`config.mk`:
```
export PLATFORM = sky130hd
export DESIGN_NAME = lp_dram_init_mode_power
export DESIGN_NICKNAME = d
export VERILOG_FILES = /design/src/rtl/lp_dram_pkg.sv /design/src/rtl/burst_order_gen.sv /design/src/rtl/lp_dram_init_mode_power.sv
export SDC_FILE = /design/constraint.sdc
export NUM_CORES = 1
export LEC_CHECK = 0
export BUFFER_PORTS_ARGS = -buffer_cell sky130_fd_sc_hd__buf_2
export CELL_PAD_IN_SITES_DETAIL_PLACEMENT = 0
export CELL_PAD_IN_SITES_GLOBAL_PLACEMENT = 1
export CORE_MARGIN = 2
export CORE_UTILIZATION = 45
export DETAILED_ROUTE_END_ITERATION = 6
export PLACE_DENSITY_LB_ADDON = 0.08
export SYNTH_ARGS = -nofsm -noshare
export SYNTH_HDL_FRONTEND = slang
export SYNTH_SLANG_ARGS = --single-unit
```
`constraint.sdc`:
```
create_clock -name clk_sys_in -period 5.2 [get_ports clk_sys_in]
set_input_delay 0 -clock clk_sys_in [delete_from_list [all_inputs] [get_ports clk_sys_in]]
set_output_delay 0 -clock clk_sys_in [all_outputs]
set_load 0.03 [all_outputs]
```
`src/rtl/lp_dram_pkg.sv`:
```
package lp_dram_pkg;
	// command pins packed as {chip select, row, column, write} strobes
	localparam logic [3:0] CMD_NOP = 4'h7;
	localparam logic [3:0] CMD_ACT = 4'h3;
	localparam logic [3:0] CMD_PRE = 4'h2;
	localparam logic [3:0] CMD_REF = 4'h1;
	localparam logic [3:0] CMD_LOAD = 4'h0;
	localparam logic [3:0] CMD_READ = 4'h5;
	localparam logic [3:0] CMD_DEEP = 4'h6;
	// bank select values choosing the configuration target
	localparam logic [1:0] BA_BASE = 2'h0;
	localparam logic [1:0] BA_EXT = 2'h2;
	// base configuration fields
	localparam int LAT_LSB = 4;
	localparam int LAT_MSB = 6;
	localparam int BTYPE_BIT = 3;
	localparam int BLEN_LSB = 0;
	localparam int BLEN_MSB = 2;
	// extended configuration fields
	localparam int DRV_LSB = 5;
	localparam int DRV_MSB = 6;
	localparam int PARTIAL_ARRAY_REFRESH_SEL_LSB = 0;
	localparam int PARTIAL_ARRAY_REFRESH_SEL_MSB = 2;
	localparam logic [12:0] CFG_RESET = 13'h0000;
	// burst length codes
	localparam logic [2:0] BLEN_2 = 3'h1;
	localparam logic [2:0] BLEN_16 = 3'h4;
	// timing
	localparam int CLK_PERIOD_NS = 20;
	localparam int PD_EXIT_CYCLES = 1;
	localparam int SR_EXIT_CYCLES = 2;
	localparam int REFRESH_INTERVAL_NS = 7800;
	localparam int REFRESH_CYCLES = REFRESH_INTERVAL_NS / CLK_PERIOD_NS;
	localparam int REFRESH_HOT_CYCLES = REFRESH_CYCLES / 2;
	localparam int ROW_COUNT = 8192;
	localparam logic [2:0] PARTIAL_ARRAY_REFRESH_SEL_MAX_SHIFT = 3'h4;

	typedef enum logic [2:0] {
		st_idle,
		st_pd_pending,
		st_powerdown,
		st_pd_exit,
		st_self_refresh,
		st_sr_exit,
		st_deep_sleep
	} power_state_e;
endpackage : lp_dram_pkg

```
`src/rtl/burst_order_gen.sv`:
```
`timescale 1ns/1ps
module burst_order_gen (
	input wire logic clk_sys_in,
	input wire logic srst_in,
	input wire logic start_in,
	input wire logic [3:0] start_col_in,
	input wire logic interleave_in,
	input wire logic [2:0] len_code_in,
	output logic [3:0] col_out,
	output logic active_out
);
	logic [3:0] beat_ff;
	logic [3:0] base_ff;
	logic [3:0] mask_ff;
	logic type_ff;
	logic [3:0] nxt_mask;
	logic [3:0] nxt_beat;

	// out-of-range length codes fall back to the shortest burst
	always_comb begin
		if (len_code_in >= lp_dram_pkg::BLEN_2 &&
			len_code_in <= lp_dram_pkg::BLEN_16) begin
			nxt_mask = 4'((5'h01 << len_code_in) - 5'h01);
		end else begin
			nxt_mask = 4'h1;
		end
		nxt_beat = beat_ff + 4'h1;
	end

	function automatic logic [3:0] order(input logic [3:0] base,
		input logic [3:0] beat, input logic [3:0] mask, input logic ilv);
		if (ilv) begin
			order = base ^ beat;
		end else begin
			order = (base & ~mask) | ((base + beat) & mask);
		end
	endfunction : order

	always_ff @(posedge clk_sys_in) begin
		if (srst_in) begin
			active_out <= 1'b0;
			beat_ff <= 4'h0;
			base_ff <= 4'h0;
			mask_ff <= 4'h1;
			type_ff <= 1'b0;
			col_out <= 4'h0;
		end else if (start_in) begin
			active_out <= 1'b1;
			beat_ff <= 4'h0;
			base_ff <= start_col_in;
			mask_ff <= nxt_mask;
			type_ff <= interleave_in;
			col_out <= start_col_in;
		end else if (active_out) begin
			if (beat_ff == mask_ff) begin
				active_out <= 1'b0;
			end else begin
				beat_ff <= nxt_beat;
				col_out <= order(base_ff, nxt_beat, mask_ff, type_ff);
			end
		end
	end
endmodule : burst_order_gen

```
`src/rtl/lp_dram_init_mode_power.sv`:
```
// Overview of operation
// - self-refresh keeps refreshing while clock enable low; idle after exit delay.
// - power-down entered after entry delay, held while enable low, no refresh.
// - power-down starts second edge after enable falls, first edge being no-op.
// - last command activate gives active power-down, precharge gives precharge one.
// - one cycle enable low then high does not enter power-down.
// - power-down exit takes at least one cycle after exit command.
// - banks idle before deep sleep (entry does not check for an open row); deep sleep held while enable low.
// - configuration taken from A0 to A12, bank select chooses register.
// - base register: latency A6-A4, burst type A3, length A2-A0.
// - burst length 2, 4, 8 or 16; data bus released after burst.
// - burst order sequential modulo length or interleave by exclusive-or.
// - extended register: drive strength A6-A5, partial refresh A2-A0.
// - self-refresh covers only the selected partial array.
// - self-refresh rate follows on-die temperature sensor, not a register.
`timescale 1ns/1ps
module lp_dram_init_mode_power (
	input wire logic clk_sys_in,
	input wire logic srst_in,
	input wire logic cke_in,
	input wire logic cs_n_in,
	input wire logic ras_n_in,
	input wire logic cas_n_in,
	input wire logic we_n_in,
	input wire logic [12:0] addr_in,
	input wire logic [1:0] ba_in,
	input wire logic temp_hot_in,
	output logic idle_out,
	output logic powerdown_out,
	output logic active_pd_out,
	output logic self_refresh_out,
	output logic deep_sleep_out,
	output logic init_done_out,
	output logic [2:0] column_access_latency_out,
	output logic burst_order_type_out,
	output logic [2:0] burst_word_count_out,
	output logic [1:0] drive_strength_out,
	output logic [2:0] partial_array_refresh_sel_out,
	output logic refresh_tick_out,
	output logic [12:0] refresh_row_out,
	output logic [3:0] burst_col_out,
	output logic dq_oe_out
);
	lp_dram_pkg::power_state_e state_ff, nxt_state;
	logic cke_prev_ff, act_open_ff, base_loaded_ff, ext_loaded_ff;
	logic [3:0] exit_cnt_ff, cmd;
	logic [12:0] burst_latency_config_ff, drive_refresh_config_ff;
	logic [9:0] tick_cnt_ff, tick_limit;
	logic is_nop, cke_fall, cmd_ok, load_base, load_ext, read_start;
	logic [13:0] row_span;
	logic [2:0] partial_array_refresh_sel_shift;

	assign cmd = {cs_n_in, ras_n_in, cas_n_in, we_n_in};
	assign is_nop = cs_n_in || cmd == lp_dram_pkg::CMD_NOP;
	assign cke_fall = cke_prev_ff && !cke_in;
	// commands count only with the enable high on both edges
	assign cmd_ok = cke_prev_ff && cke_in && !cs_n_in &&
		state_ff == lp_dram_pkg::st_idle;
	assign load_base = cmd_ok && cmd == lp_dram_pkg::CMD_LOAD &&
		ba_in == lp_dram_pkg::BA_BASE;
	assign load_ext = cmd_ok && cmd == lp_dram_pkg::CMD_LOAD &&
		ba_in == lp_dram_pkg::BA_EXT;
	assign read_start = cmd_ok && cmd == lp_dram_pkg::CMD_READ;

	always_comb begin
		nxt_state = state_ff;
		case (state_ff)
			lp_dram_pkg::st_idle: begin
				if (cke_fall) begin
					if (!cs_n_in && cmd == lp_dram_pkg::CMD_REF) begin
						nxt_state = lp_dram_pkg::st_self_refresh;
					end else if (!cs_n_in && cmd == lp_dram_pkg::CMD_DEEP) begin
						nxt_state = lp_dram_pkg::st_deep_sleep;
					end else if (is_nop) begin
						nxt_state = lp_dram_pkg::st_pd_pending;
					end
				end
			end
			lp_dram_pkg::st_pd_pending: begin
				// a single low cycle is not enough to enter power-down
				if (cke_in) begin
					nxt_state = lp_dram_pkg::st_idle;
				end else begin
					nxt_state = lp_dram_pkg::st_powerdown;
				end
			end
			lp_dram_pkg::st_powerdown: begin
				if (cke_in) begin
					nxt_state = lp_dram_pkg::st_pd_exit;
				end
			end
			lp_dram_pkg::st_pd_exit, lp_dram_pkg::st_sr_exit: begin
				if (exit_cnt_ff == 4'h0) begin
					nxt_state = lp_dram_pkg::st_idle;
				end
			end
			lp_dram_pkg::st_self_refresh: begin
				if (cke_in) begin
					nxt_state = lp_dram_pkg::st_sr_exit;
				end
			end
			lp_dram_pkg::st_deep_sleep: begin
				if (cke_in) begin
					nxt_state = lp_dram_pkg::st_idle;
				end
			end
			default: nxt_state = lp_dram_pkg::st_idle;
		endcase
	end

	always_ff @(posedge clk_sys_in) begin
		if (srst_in) begin
			state_ff <= lp_dram_pkg::st_idle;
			cke_prev_ff <= 1'b0;
			idle_out <= 1'b1;
			powerdown_out <= 1'b0;
			self_refresh_out <= 1'b0;
			deep_sleep_out <= 1'b0;
		end else begin
			state_ff <= nxt_state;
			cke_prev_ff <= cke_in;
			idle_out <= nxt_state == lp_dram_pkg::st_idle;
			powerdown_out <= nxt_state == lp_dram_pkg::st_powerdown;
			self_refresh_out <= nxt_state == lp_dram_pkg::st_self_refresh;
			deep_sleep_out <= nxt_state == lp_dram_pkg::st_deep_sleep;
		end
	end

	always_ff @(posedge clk_sys_in) begin
		if (srst_in) begin
			exit_cnt_ff <= 4'h0;
		end else if (state_ff == lp_dram_pkg::st_powerdown && cke_in) begin
			exit_cnt_ff <= 4'(lp_dram_pkg::PD_EXIT_CYCLES - 1);
		end else if (state_ff == lp_dram_pkg::st_self_refresh && cke_in) begin
			exit_cnt_ff <= 4'(lp_dram_pkg::SR_EXIT_CYCLES - 1);
		end else if (exit_cnt_ff != 4'h0) begin
			exit_cnt_ff <= exit_cnt_ff - 4'h1;
		end
	end

	// open row remembered so power-down knows which flavour it is
	always_ff @(posedge clk_sys_in) begin
		if (srst_in) begin
			act_open_ff <= 1'b0;
			active_pd_out <= 1'b0;
		end else begin
			if (cmd_ok && cmd == lp_dram_pkg::CMD_ACT) begin
				act_open_ff <= 1'b1;
			end else if (cmd_ok && cmd == lp_dram_pkg::CMD_PRE) begin
				act_open_ff <= 1'b0;
			end
			active_pd_out <= nxt_state == lp_dram_pkg::st_powerdown &&
				act_open_ff;
		end
	end

	// deep sleep loses configuration; software must reload both
	always_ff @(posedge clk_sys_in) begin
		if (srst_in || state_ff == lp_dram_pkg::st_deep_sleep) begin
			burst_latency_config_ff <= lp_dram_pkg::CFG_RESET;
			drive_refresh_config_ff <= lp_dram_pkg::CFG_RESET;
			base_loaded_ff <= 1'b0;
			ext_loaded_ff <= 1'b0;
			init_done_out <= 1'b0;
		end else begin
			if (load_base) begin
				burst_latency_config_ff <= addr_in;
				base_loaded_ff <= 1'b1;
			end
			if (load_ext) begin
				drive_refresh_config_ff <= addr_in;
				ext_loaded_ff <= 1'b1;
			end
			init_done_out <= (base_loaded_ff || load_base) &&
				(ext_loaded_ff || load_ext);
		end
	end

	assign column_access_latency_out =
		burst_latency_config_ff[lp_dram_pkg::LAT_MSB:lp_dram_pkg::LAT_LSB];
	assign burst_order_type_out =
		burst_latency_config_ff[lp_dram_pkg::BTYPE_BIT];
	assign burst_word_count_out =
		burst_latency_config_ff[lp_dram_pkg::BLEN_MSB:lp_dram_pkg::BLEN_LSB];
	assign drive_strength_out =
		drive_refresh_config_ff[lp_dram_pkg::DRV_MSB:lp_dram_pkg::DRV_LSB];
	assign partial_array_refresh_sel_out =
		drive_refresh_config_ff[lp_dram_pkg::PARTIAL_ARRAY_REFRESH_SEL_MSB:lp_dram_pkg::PARTIAL_ARRAY_REFRESH_SEL_LSB];

	// hot die refreshes twice as often; no register is involved
	always_comb begin
		if (temp_hot_in) begin
			tick_limit = 10'(lp_dram_pkg::REFRESH_HOT_CYCLES - 1);
		end else begin
			tick_limit = 10'(lp_dram_pkg::REFRESH_CYCLES - 1);
		end
		if (partial_array_refresh_sel_out > lp_dram_pkg::PARTIAL_ARRAY_REFRESH_SEL_MAX_SHIFT) begin
			partial_array_refresh_sel_shift = 3'h0;
		end else begin
			partial_array_refresh_sel_shift = partial_array_refresh_sel_out;
		end
		row_span = 14'(lp_dram_pkg::ROW_COUNT) >> partial_array_refresh_sel_shift;
	end

	always_ff @(posedge clk_sys_in) begin
		if (srst_in || state_ff != lp_dram_pkg::st_self_refresh) begin
			tick_cnt_ff <= 10'h000;
			refresh_tick_out <= 1'b0;
			refresh_row_out <= 13'h0000;
		end else if (tick_cnt_ff >= tick_limit) begin
			tick_cnt_ff <= 10'h000;
			refresh_tick_out <= 1'b1;
			if (14'(refresh_row_out) + 14'h0001 >= row_span) begin
				refresh_row_out <= 13'h0000;
			end else begin
				refresh_row_out <= refresh_row_out + 13'h0001;
			end
		end else begin
			tick_cnt_ff <= tick_cnt_ff + 10'h001;
			refresh_tick_out <= 1'b0;
		end
	end

	burst_order_gen u_burst (
		.clk_sys_in(clk_sys_in),
		.srst_in(srst_in),
		.start_in(read_start),
		.start_col_in(addr_in[3:0]),
		.interleave_in(burst_order_type_out),
		.len_code_in(burst_word_count_out),
		.col_out(burst_col_out),
		.active_out(dq_oe_out)
	);
endmodule : lp_dram_init_mode_power

```
Word-level counts from Yosys, hierarchy flattened
Cells that the tools add are included.
{ "word_totals": {"mem_bits_ro": 0, "input_bits": 23, "latchBits": 0, "out_inout_bits": 37, "wordCells": 129, "ram_bits": 0, "memories": 0, "regBits": 73} }
{ "classes": {"n_eq_ne": 19, "order_cmp": 5, "n_mux": 26, "n_reduce_logical": 40, "shift": 2, "add_sub_neg": 7, "div": 0, "n_mul": 0, "bitwise": 6} }
{ "ops": {"columns": ["operator", "count"], "rows": [
  ["$mux 3", 9],
  ["$mux 4", 5],
  ["$pmux 3 s6", 1],
  ["$logic_and 1x1->1", 17],
  ["$eq 3x3->1 const B", 5],
  ["$add 13x1->14 const B", 1],
  ["$ge 14x14->1", 1],
  ["$shr 14x3->14 const A", 1],
  ["$add 13x1->13 const B", 1],
  ["$mux 13", 1],
  ["$eq 4x3->1 const B", 3],
  ["$add 10x1->10 const B", 1],
  ["$ge 10x10->1", 1],
  ["$eq 3x2->1 const B", 3],
  ["$mux 9", 1],
  ["$and 4x4->4", 2],
  ["$eq 4x2->1 const B", 2],
  ["$logic_not 4->1", 2],
  ["$mux 1", 8],
  ["$reduce_or 2->1", 4],
  ["$sub 4x1->4 const B", 2],
  ["$logic_not 3->1", 2],
  ["$reduce_bool 2->1", 3],
  ["$logic_or 1x1->1", 5],
  ["other kinds (22)", 24]
]} }

Logic depth before layout (Yosys ltp)
Gate-level depths: netlist of the first run.
{ "depth": {"ltp_word": 9, "ltp_mapped": 12, "ltp_nobuf": 12} }

Modules after synthesis
A second synthesis of the first run with hierarchy kept.
{ "hier_totals": {"cells_unflattened": 430, "hier_area_um2": 3799.9} }
{ "modules_own_cells": {"columns": ["module", "area_per_inst_um2", "n_inst", "seq_area_each_um2", "cells_per_inst"], "rows": [
  ["lp_dram_init_mode_power", 2770.2, 1, 1061.0, 308],
  ["burst_order_gen", 1029.7, 1, 360.3, 122]
]} }

Worst setup path after synthesis of the first run
OpenSTA, ideal clock, no wires.
{ "synth_path": {"path_type": "reg2reg", "start": "register refresh_row_out[3]", "end": "register refresh_row_out[5]", "stages_incl_launch_ff": 13, "setup_time_ns": 0.087, "period_less_slack_ns": 3.023, "t_arrival_ns": 2.936, "n_path_buf": 1, "required_ns": 5.113, "setup_slack_ns": 2.177, "cell_sequence": "dfxtp_1 and4_1 nand4_1 nor2_1 nand3_1 xnor2_1 ha_1 a21o_1 a211oi_2 o211ai_2 or2_0 buf_6 o31ai_1"} }
{ "synth_via": {"elab_chain_cells": 3, "word_cells_on_any_way": 4, "cone_classes": "add/sub: 2; order compare: 1; mux: 1"} }
{ "synth_rtl": {"columns": ["item", "line", "source"], "rows": [
  ["start, declared", "lp_dram_init_mode_power.sv:40", "output logic [12:0] refresh_row_out,"],
  ["start signal, assigned", "lp_dram_init_mode_power.sv:216", "refresh_row_out <= refresh_row_out + 13'h0001;"],
  ["$add 13x1->14", "lp_dram_init_mode_power.sv:213", "if (14'(refresh_row_out) + 14'h0001 >= row_span) begin"],
  ["$ge 14x14->1", "lp_dram_init_mode_power.sv:213", null],
  ["$mux 13 *", "lp_dram_init_mode_power.sv:213", null]
]} }
Mark *: on every way between the ends. The rest lies on a longest branch, timed or not.
A chain may end at the register's enable or synchronous reset.

Final worst setup path of the first run
Ends and elaborated chain as after synthesis.

==> results.txt, run 1 <==
Area Overhead vs Synth = 19.6%
Crit path DAT = 3440 ps
Netlist cell types = 55
Synth warn = 0
Leakage power = 1.75 nW
Dpl hpwl = 5510 um
Max-slew headroom = 33.6%
Max_cap viols = 0
Worst-path clk slew = 80 ps
Synth top area cells = dfxtp_1 39%, ha_1 7.6%, nor2_1 5.3%
Post-synth top cells = 71 x dfxtp_1, 51 x nor2_1, 44 x nand2_1
Setup crit end kind = flop
GPL Wtd Cong = 0.764
Cell area after layout = 0.00431 mm^2
Ratio of final minimum period to clock period = 61.1%
M3 GR Usage = 3.14%
Number of buffers added on ports = 53
Setup Crit Path Kind = reg2reg
Cell Area, Synth = 0.00361 mm^2
H-Tree Depth = 3
ANT nets after route = 0
Via/cell ratio = 5.17
Power density cells = 285 mW/mm^2
Worst r2r src = refresh_row_out[3]$_SDFFE_PP0P_
Top-level I/O count = 60
Post-Place Cell Area = 0.00395 mm^2
Final setup fails = 0
Multi-input gate area = 0.00207 mm^2
Vias post-DR = 3076
Dpl cells = 567
Post-synth EDFFs = 0
Starting DRT DRC Count = 107
RSZ-0062 raised after global routing = no
Synth async-reset ratio = 0%
Seq/Total Area, Yosys = 39.4%
Post-cts gate resize count = 0
Data required, critical path = 5460 ps
CTS tree = yes
M1 GR Usage = 24.0%
Result of the run = finished clean
Ant diodes = 0
Top cell type's share of synthesized area = 39.4%
Share of cells above drive strength 1 = 16.6%
Initial antenna violation count = 0
Post-route setup TNS = 0 ps
Ys flop type = dfxtp_1
CP max FO = 9
Die ar. = 0.00875 mm^2
Worst Tran Pin Value = 997 ps
Largest net degree at the start of global routing = 30
DIE WIDTH = 93.5 um
Row count = 32
Gr usage total = 18.8%
HP Class = in2reg
Core area = 0.00773 mm^2
Most frequent cell after synthesis = dfxtp_1
Root Driver = clkbuf_8
Syn Inst Count = 425
Post-CTS Setup Bufs = 0
Synth area leader = dfxtp_1
TritonCTS Sinks = 71
Number of hold violations in the final report = 0
Non-Filler Instances = 595
First-pass GRT wire length = 13100 um
Register area = 0.00142 mm^2
Top Usage Layer GRT = met2
Routed WL = 7690 um
Vias in the first global route = 2838
Worst-skew pair later-pin latency = 340 ps
Crit path from = refresh_row_out[3]$_SDFFE_PP0P_
Fill cells = 732
Nets@finish = 534
CTS Buf Count = 9
HP Start = cas_n_in
Clk buf depth = 2
Max frequency = 0.315 GHz
Max Transition Viols Final = 0
Drt drc = 0
Syn avg cell area = 8.48 um^2
Die H = 93.5 um
Cts hold-fix bufs = 12
Setup Skew = 5.82 ps
Min Tclk post-route = 3180 ps
Initial core utilization = 46.7%
Met2 usage = 31.5%
CP Launch Type = flop
Seq cells post-synth = 71
Worst vdd ir = 0.123 mV
PnR Total Power = 1.23 mW
Per-cell routed wire length = 12.9 um
Grt total ovfl = 0
First-pass iteration count of the detailed router = 5
[cells in the final DEF (no fill, tap or decap), types with 4 or more instances in the layout]
master / instances
dfxtp_1: 71
buf_2: 53
nor2_1: 51
nand2_1: 44
a21oi_1: 34
o21ai_0: 23
ha_1: 22
nand3_1: 20
xnor2_1: 16
inv_1: 13
dlygate4sd3_1: 12
xor2_1: 11
nor3_1: 11
mux2i_1: 10
clkbuf_8: 9
nand2b_1: 8
and2_1: 6
or3_1: 6
and3_1: 5
a22o_1: 5
nand3b_1: 4
[cells by family (layout without fill, tap and decap cells)]
family / after synthesis / after routing / synth area share, %
DFF: 71 / 71 / 39.4
muxes: 11 / 11 / 3.09
adders and majority gates: 23 / 23 / 8.19
and+or+nand+nor: 174 / 174 / 23.8
AOI/OAI and AO/OA: 88 / 88 / 15.3
other: 1 / 3 / 0.104
xor gates and xnor gates: 27 / 27 / 6.56
buffers and inverters: 30 / 96 / 3.61
[layer usage]
layer  part of all wire (%)  vias to the layer above
li1                       -                     1603
met2                     48                       50
met3                    3.7                        5
met4                   0.70                        0
met5                      0                        -
met1                     48                     1418
[critical path, cell delays in order, from the launching register on]
cell and delay (ps):
dfxtp_1 430, and4_1 260, nand4_1 210, nor2_1 250
nand3_1 120, xnor2_1 210, ha_1 280, a21o_1 190
a211oi_2 230, o211ai_2 230, or2_0 410, o31ai_1 280
[metrics by stage]
| step | util, % | setup slack (ps) | hold slack (ps) |
|---|---|---|---|
| 5_1_grt | 55.8 | 1720 | 47.0 |
| 3_5_place_dp | 51.1 | 2020 | 256 |
| 6_report | 55.8 | 2020 | 41.0 |
| 2_1_floorplan | - | 2180 | 136 |
| 3_3_place_gp | 51.1 | 2040 | 237 |
| 4_1_cts | 55.8 | 1990 | 26.5 |
[path summary, 6_finish.rpt]
| kind | end | slack (ps) | depth (start not counted) |
|---|---|---|---|
| max | refresh_row_out[5]$_SDFFE_PP0P_ | 2020 | 11 |
| max reg2reg | refresh_row_out[5]$_SDFFE_PP0P_ | 2020 | 11 |
| min reg2reg | ext_loaded_ff$_SDFFE_PP0P_ | 450 | 2 |
| min | act_open_ff$_SDFFE_PP0P_ | 40 | 4 |
[final cells by class]
type | count | share of cell area (%)
Clock inverter | 7 | 2.79
Sequential cell | 71 | 33.0
Tap cell | 102 | 2.96
Clock buffer | 9 | 2.87
Multi-Input combinational cell | 326 | 48.0
Timing Repair Buffer | 67 | 9.29
Inverter | 13 | 1.13
[report_power, final]
part | switching [mW] | leakage (nW) | internal (mW) | total [mW]
logic | 0.0628 | 1.06 | 0.0553 | 0.118
clock network | 0.219 | 0.120 | 0.320 | 0.540
registers | 0.0118 | 0.573 | 0.557 | 0.569
total | 0.294 | 1.75 | 0.933 | 1.23
[registers in the layout, indices dropped and copies added (netlist names), 3 cells and up]
register and flops:
burst_latency_config_ff 7, refresh_row_out 13, state_ff 3, u_burst.mask_ff 4, u_burst.col_out 4, tick_cnt_ff 10, u_burst.base_ff 4, exit_cnt_ff 4
drive_refresh_config_ff 5, u_burst.beat_ff 4
Note: power is estimated with default switching activity, not from simulation.
==> run 2: changes to the inputs <==
- CORE_UTILIZATION: 45 -> 38
- clock period: 5.2 -> 2.9 ns (I/O delays scaled with it)
==> run 2 against run 1 <==
Wire length up 6.2%. Clock power grew 45%. Via count up 0.33%. Largest power group unchanged. Fmax is 18% higher. Utilization is 8.3 points lower. Count of clock-buffer cells in the layout increased by 3. Critical endpoint unchanged.
==> results.txt, run 2 (synthesis results as in run 1) <==
Flop pwr share = 50.0% (+3.6 points)
CP max FO = 8 (-1)
Nets@finish = 545 (+2.1%)
Gr usage total = 16.8% (-2.0 points)
Post-CTS Setup Bufs = 0 (unchanged)
Ratio of final minimum period to clock period = 93.2% (+32 points)
Hold slack = 10.7 ps (-30.2 ps)
Setup crit end kind = flop
Top-level I/O count = 60 (unchanged)
DIE WIDTH = 101 um (+8.4%)
Largest net degree at the start of global routing = 29 (-3.3%)
Die H = 101 um (+8.4%)
Core area = 0.00924 mm^2 (+20%)
Most common cell after layout, fill and taps aside = dfxtp_1
Dpl hpwl = 5990 um (+8.6%)
Power share of the clock group = 38.5% (-5.5 points)
Initial core utilization = 39.0% (-7.6 points)
Share of cells above drive strength 1 = 19.4% (+2.8 points)
Largest Register = refresh_row_out
Starting DRT DRC Count = 79 (-26%)
Setup Skew = 12.3 ps (+6.44 ps)
Hold path depth = 3 (-1)
Max-slew headroom = 51.8% (+18 points)
Min Tclk post-route = 2700 ps (-476 ps)
Max_cap viols = 0 (unchanged)
TritonCTS Sinks = 71 (unchanged)
Post-Place Cell Area = 0.00408 mm^2 (+3.3%)
Number of hold violations in the final report = 0 (unchanged)
CP Launch Type = flop
Leakage power = 1.80 nW (+2.6%)
Ant diodes = 0 (unchanged)
Root Driver = clkbuf_8
Setup Crit Path Kind = reg2reg
Most frequent cells in the layout = 67 x dfxtp_1, 53 x buf_2, 51 x nor2_1
Worst-skew pair later-pin latency = 340 ps (about the same)
Switching part of the total = 24.7% (+0.80 points)
Dpl cells = 606 (+6.9%)
Share of power burned in combinational logic = 11.5% (+1.9 points)
Worst vdd ir = 0.194 mV (+58%)
Number of buffers added on ports = 53 (unchanged)
Die ar. = 0.0103 mm^2 (+18%)
GPL Wtd Cong = 0.784 (+2.6%)
Worst Tran Pin Value = 718 ps (-279 ps)
Drt drc = 0 (unchanged)
Reg2Reg Depth = 11 (unchanged)
Vias post-DR = 3086 (+0.33%)
Per-cell routed wire length = 12.9 um (-0.21%)
RSZ-0062 raised after global routing = yes
Largest register FFs = 13 (unchanged)
Final setup fails = 0 (unchanged)
Post-route setup TNS = 0 ps (unchanged)
Max frequency = 0.370 GHz (+18%)
PnR Total Power = 2.04 mW (+66%)
Non-Filler Instances = 633 (+6.4%)
Crit path DAT = 2960 ps (-480 ps)
HP Class = in2reg
Reg-to-reg slack, setup = 200 ps (-1820 ps)
H-Tree Depth = 3 (unchanged)
CTS tree = yes
Row count = 35 (+9.4%)
Worst-path clk slew = 80 ps (about the same)
Switch Pwr = 0.504 mW (+71%)
Int Power = 1.53 mW (+64%)
First-pass iteration count of the detailed router = 7 (+2)
Via/cell ratio = 4.88 (-5.7%)
Clk buf depth = 2 (unchanged)
Vias in the first global route = 2848 (+0.35%)
Largest registers = refresh_row_out: 13 flops, tick_cnt_ff: 10 flops, burst_latency_config_ff: 7 flops
ANT nets after route = 0 (unchanged)
Cell area after layout = 0.00439 mm^2 (+1.8%)
Power density cells = 464 mW/mm^2 (+63%)
Initial antenna violation count = 0 (unchanged)
Data required, critical path = 3150 ps (-2310 ps)
CTS Buf Count = 9 (unchanged)
Grt total ovfl = 0 (unchanged)
First-pass GRT wire length = 13700 um (+4.6%)
Routed WL = 8170 um (+6.2%)
Area Overhead vs Synth = 21.7%
Result of the run = finished clean
Max Transition Viols Final = 0 (unchanged)
run 2: changes by cell type in the layout (fill, tap and decap cells not counted), sizes merged:
| cell | change |
|---|---|
| dlygate4sd3 | -1 |
| clkinvlp | -1 |
| clkinv | +1 |
| clkbuf | +3 |
| bufinv | -2 |
| buf | +12 |
| inv | -1 |
run 2: path summary, 6_finish.rpt:
kind / startpoint / endpoint
worst max-delay path: refresh_row_out[4]$_SDFFE_PP0P_ / refresh_row_out[5]$_SDFFE_PP0P_
worst min-delay path: ba_in[1] / init_done_out$_SDFF_PP0_
worst max register to register: refresh_row_out[4]$_SDFFE_PP0P_ / refresh_row_out[5]$_SDFFE_PP0P_
worst min register to register: act_open_ff$_SDFFE_PP0P_ / act_open_ff$_SDFFE_PP0P_
run 2: critical path, stage by stage (launching register included):
cell and delay (ps):
dfxtp_4 380, and4_4 230, nand4_1 130, nor2_1 160, nand3_1 110, xnor2_1 210, ha_1 280, a21o_1 190
a211oi_2 230, o211ai_2 170, or2_4 300, o31ai_1 230
run 2: layout make-up:
class | count | area [um^2]
Fill cell | 931 | 4850
Multi-Input combinational cell | 326 | 2070
Sequential cell | 71 | 1430
Timing Repair Buffer | 78 | 484
Tap cell | 129 | 161
Clock buffer | 12 | 145
Inverter | 13 | 48.8
Clock inverter | 4 | 45.0
run 2: timing repair:
action,CTS,global route
setup endpoints to repair,1,7
resized for setup,1,4
hold buffers,11,0
endpoints found under the hold margin,23,0
run 2: stage by stage:
stage               worst slack, ps  utilization, %
floorplan                      15.0               -
global placement               94.3            44.1
detailed placement             21.4            44.1
CTS                            64.3            47.4
global route                  -2.64            47.5
finish                          198            47.5
run 2: routing by layer:
metal  vias to the layer above  track usage [%]  share of wire, %
met5                         -                0                 0
met3                         8             2.83               3.5
met1                      1397             23.0                51
met2                        55             26.5                45
met4                         0             6.55               1.3
li1                       1626                -                 -
run 2: power by group through the flow:
stage	combinational [mW]	sequential (mW)	clock, mW
6_report	0.234	1.02	0.783
3_5_place_dp	0.225	1.04	0
2_1_floorplan	0.158	1.04	0
3_3_place_gp	0.221	1.04	0
5_1_grt	0.274	1.02	0.851
4_1_cts	0.238	1.02	0.806
==> run 3: changes to the inputs <==
--- a/config.mk
+++ b/config.mk
@@ -7,8 +7,6 @@
 export LEC_CHECK = 0
 export BUFFER_PORTS_ARGS = -buffer_cell sky130_fd_sc_hd__buf_2
-export CELL_PAD_IN_SITES_DETAIL_PLACEMENT = 0
-export CELL_PAD_IN_SITES_GLOBAL_PLACEMENT = 1
 export CORE_MARGIN = 2
-export CORE_UTILIZATION = 38
+export CORE_UTILIZATION = 51
 export DETAILED_ROUTE_END_ITERATION = 6
 export PLACE_DENSITY_LB_ADDON = 0.08
==> constraint.sdc (replaced) <==
create_clock -name clk_sys_in -period 2.9 [get_ports clk_sys_in]
set_input_delay 0 -clock clk_sys_in [delete_from_list [all_inputs] [get_ports clk_sys_in]]
set_output_delay 0 -clock clk_sys_in [all_outputs]
set_load 0.01 [all_outputs]
==> run 3 against run 2 <==
Largest power group unchanged. Sequential share of layout area rose by 0.091 points. Highest routed layer unchanged. Total power rose by 4.8%. Flip-flop and latch count did not move.
==> results.txt, run 3 (synthesis results as in run 1) <==
Int Power = 1.63 mW (+6.3%)
Via/cell ratio = 5.28 (+8.3%)
H-Tree Depth = 3 (unchanged)
Largest register FFs = 13 (unchanged)
Area Overhead vs Synth = 20.9%
Initial core utilization = 52.8% (+14 points)
Starting DRT DRC Count = 114 (+44%)
Ratio of final minimum period to clock period = 94.6% (+1.5 points)
Grt total ovfl = 0 (unchanged)
Clk buf depth = 2 (unchanged)
Nets@finish = 540 (-0.92%)
Root Driver = clkbuf_8
Dpl hpwl = 5690 um (-4.9%)
Data required, critical path = 3130 ps (-20 ps)
ANT nets after route = 0 (unchanged)
Crit path from = refresh_row_out[5]$_SDFFE_PP0P_
TritonCTS Sinks = 71 (unchanged)
Worst-skew pair later-pin latency = 350 ps (about the same)
Largest Register = refresh_row_out
Setup Crit Path Kind = reg2reg
Largest registers = refresh_row_out: 13 flops, tick_cnt_ff: 10 flops, burst_latency_config_ff: 7 flops
Worst-path clk slew = 80 ps (about the same)
Result of the run = finished clean
GPL Wtd Cong = 0.827 (+5.5%)
First-pass GRT wire length = 12900 um (-5.7%)
Routed WL = 7780 um (-4.8%)
CP Launch Type = flop
Number of buffers added on ports = 53 (unchanged)
First-pass iteration count of the detailed router = 4 (-3)
Per-cell routed wire length = 13.1 um (+1.3%)
Power density cells = 489 mW/mm^2 (+5.4%)
Max Transition Viols Final = 0 (unchanged)
Top-level I/O count = 60 (unchanged)
Most common cell after layout, fill and taps aside = dfxtp_1
Post-route setup TNS = 0 ps (unchanged)
Gr usage total = 21.1% (+4.3 points)
HP Start = ba_in[1]
Share of power burned in combinational logic = 9.8% (-1.7 points)
Drt drc = 0 (unchanged)
Die H = 88.1 um (-13%)
Core area = 0.00683 mm^2 (-26%)
Leakage power = 1.79 nW (-0.14%)
Largest net degree at the start of global routing = 30 (+3.4%)
Vias in the first global route = 2856 (+0.28%)
Final setup fails = 0 (unchanged)
CP max FO = 8 (unchanged)
Switch Pwr = 0.504 mW (+0.11%)
Max_cap viols = 0 (unchanged)
Hold slack = 5.70 ps (-5.04 ps)
Crit path DAT = 2980 ps (+20 ps)
Power share of the clock group = 42.3% (+3.8 points)
Fill cells = 608 (-35%)
Flop pwr share = 47.9% (-2.1 points)
Worst Tran Pin Value = 718 ps (+0.0535 ps)
Finished Core Util = 63.8% (+16 points)
Max-slew headroom = 51.8% (about the same)
Number of hold violations in the final report = 0 (unchanged)
Setup crit end kind = flop
Ant diodes = 0 (unchanged)
Max frequency = 0.364 GHz (-1.6%)
Vias post-DR = 3141 (+1.8%)
Initial antenna violation count = 1 (+1)
DIE WIDTH = 88.1 um (-13%)
Share of cells above drive strength 1 = 19.6% (+0.19 points)
Final setup margin = 155 ps (-42.9 ps)
CTS tree = yes
Min Tclk post-route = 2740 ps (+42.9 ps)
Pre-CTS setup slack = -26.3 ps (-47.8 ps)
Most frequent cells in the layout = 69 x dfxtp_1, 53 x buf_2, 49 x nor2_1
RSZ-0062 raised after global routing = no
Die ar. = 0.00776 mm^2 (-25%)
Worst r2r src = refresh_row_out[5]$_SDFFE_PP0P_
Setup Skew = 9.35 ps (-2.90 ps)
Switching part of the total = 23.6% (-1.1 points)
Row count = 30 (-14%)
Worst vdd ir = 0.260 mV (+34%)
CTS Buf Count = 9 (unchanged)
HP Class = in2reg
[run 3: changes by cell type in the layout (fill, tap and decap cells not counted), sizes merged]
cell	change
clkbuf	-1
dlygate4sd3	-1
clkinv	-2
bufinv	+1
buf	-4
clkinvlp	+2
[run 3: timing repair]
item	in CTS	in global routing
endpoints found under the hold margin	22	0
setup endpoints to repair	1	11
hold buffers	10	0
cloned	0	0
pin swaps	0	0
gates resized for setup	1	9
setup buffers	0	0
[run 3: final cells by class]
cell class                 instances  area (um^2)  share of cell area (%)
clock buffer                      11          151                    3.47
inverter                          13         48.8                    1.12
multi-input combinational        326         2090                    48.0
tap                               96          120                    2.75
timing repair buffer              73          444                    10.2
clock inverter                     5         80.1                    1.84
sequential                        71         1420                    32.7
[run 3: power groups by stage]
stage | clock (mW) | combinational [mW] | sequential (mW)
CTS | 0.916 | 0.211 | 1.02
detailed placement | 0 | 0.200 | 1.04
floorplan | 0 | 0.158 | 1.04
global placement | 0 | 0.195 | 1.04
global route | 0.962 | 0.239 | 1.02
finish | 0.902 | 0.210 | 1.02
[run 3: critical path, cell delays in order, from the launching register on]
cell	delay (ps)
dfxtp_2	380
and4_4	240
nand4_1	140
nor2_2	140
nand3_1	140
xnor2_2	170
ha_1	310
nand3_1	110
a211o_1	300
o211ai_2	80
buf_6	160
and2b_1	170
o21ai_0	180
o31ai_2	100
[run 3: final timing paths]
kind	slack (ps)	depth (start not counted)	endpoint
max	160	13	refresh_row_out[5]$_SDFFE_PP0P_
min	6	3	drive_refresh_config_ff[5]$_SDFFE_PP0P_
max reg2reg	160	13	refresh_row_out[5]$_SDFFE_PP0P_
min reg2reg	440	2	ext_loaded_ff$_SDFFE_PP0P_
[run 3: stage by stage]
step | total power, mW | area, um^2 | cells
after floorplan | 1.20 | 3610 | 427
final | 2.13 | 4360 | 595
after global placement | 1.24 | 4000 | 569
after detailed placement | 1.24 | 4000 | 569
after global routing | 2.22 | 4360 | 595
after CTS | 2.15 | 4330 | 595
[run 3: layer usage]
layer  wire (um)  global-route usage (%)  vias up
met5           0                       0        -
met4         119                    9.50        0
met3         344                    4.52       11
met2        3480                    32.8       54
met1        3830                    28.3     1467
li1            -                       -     1609
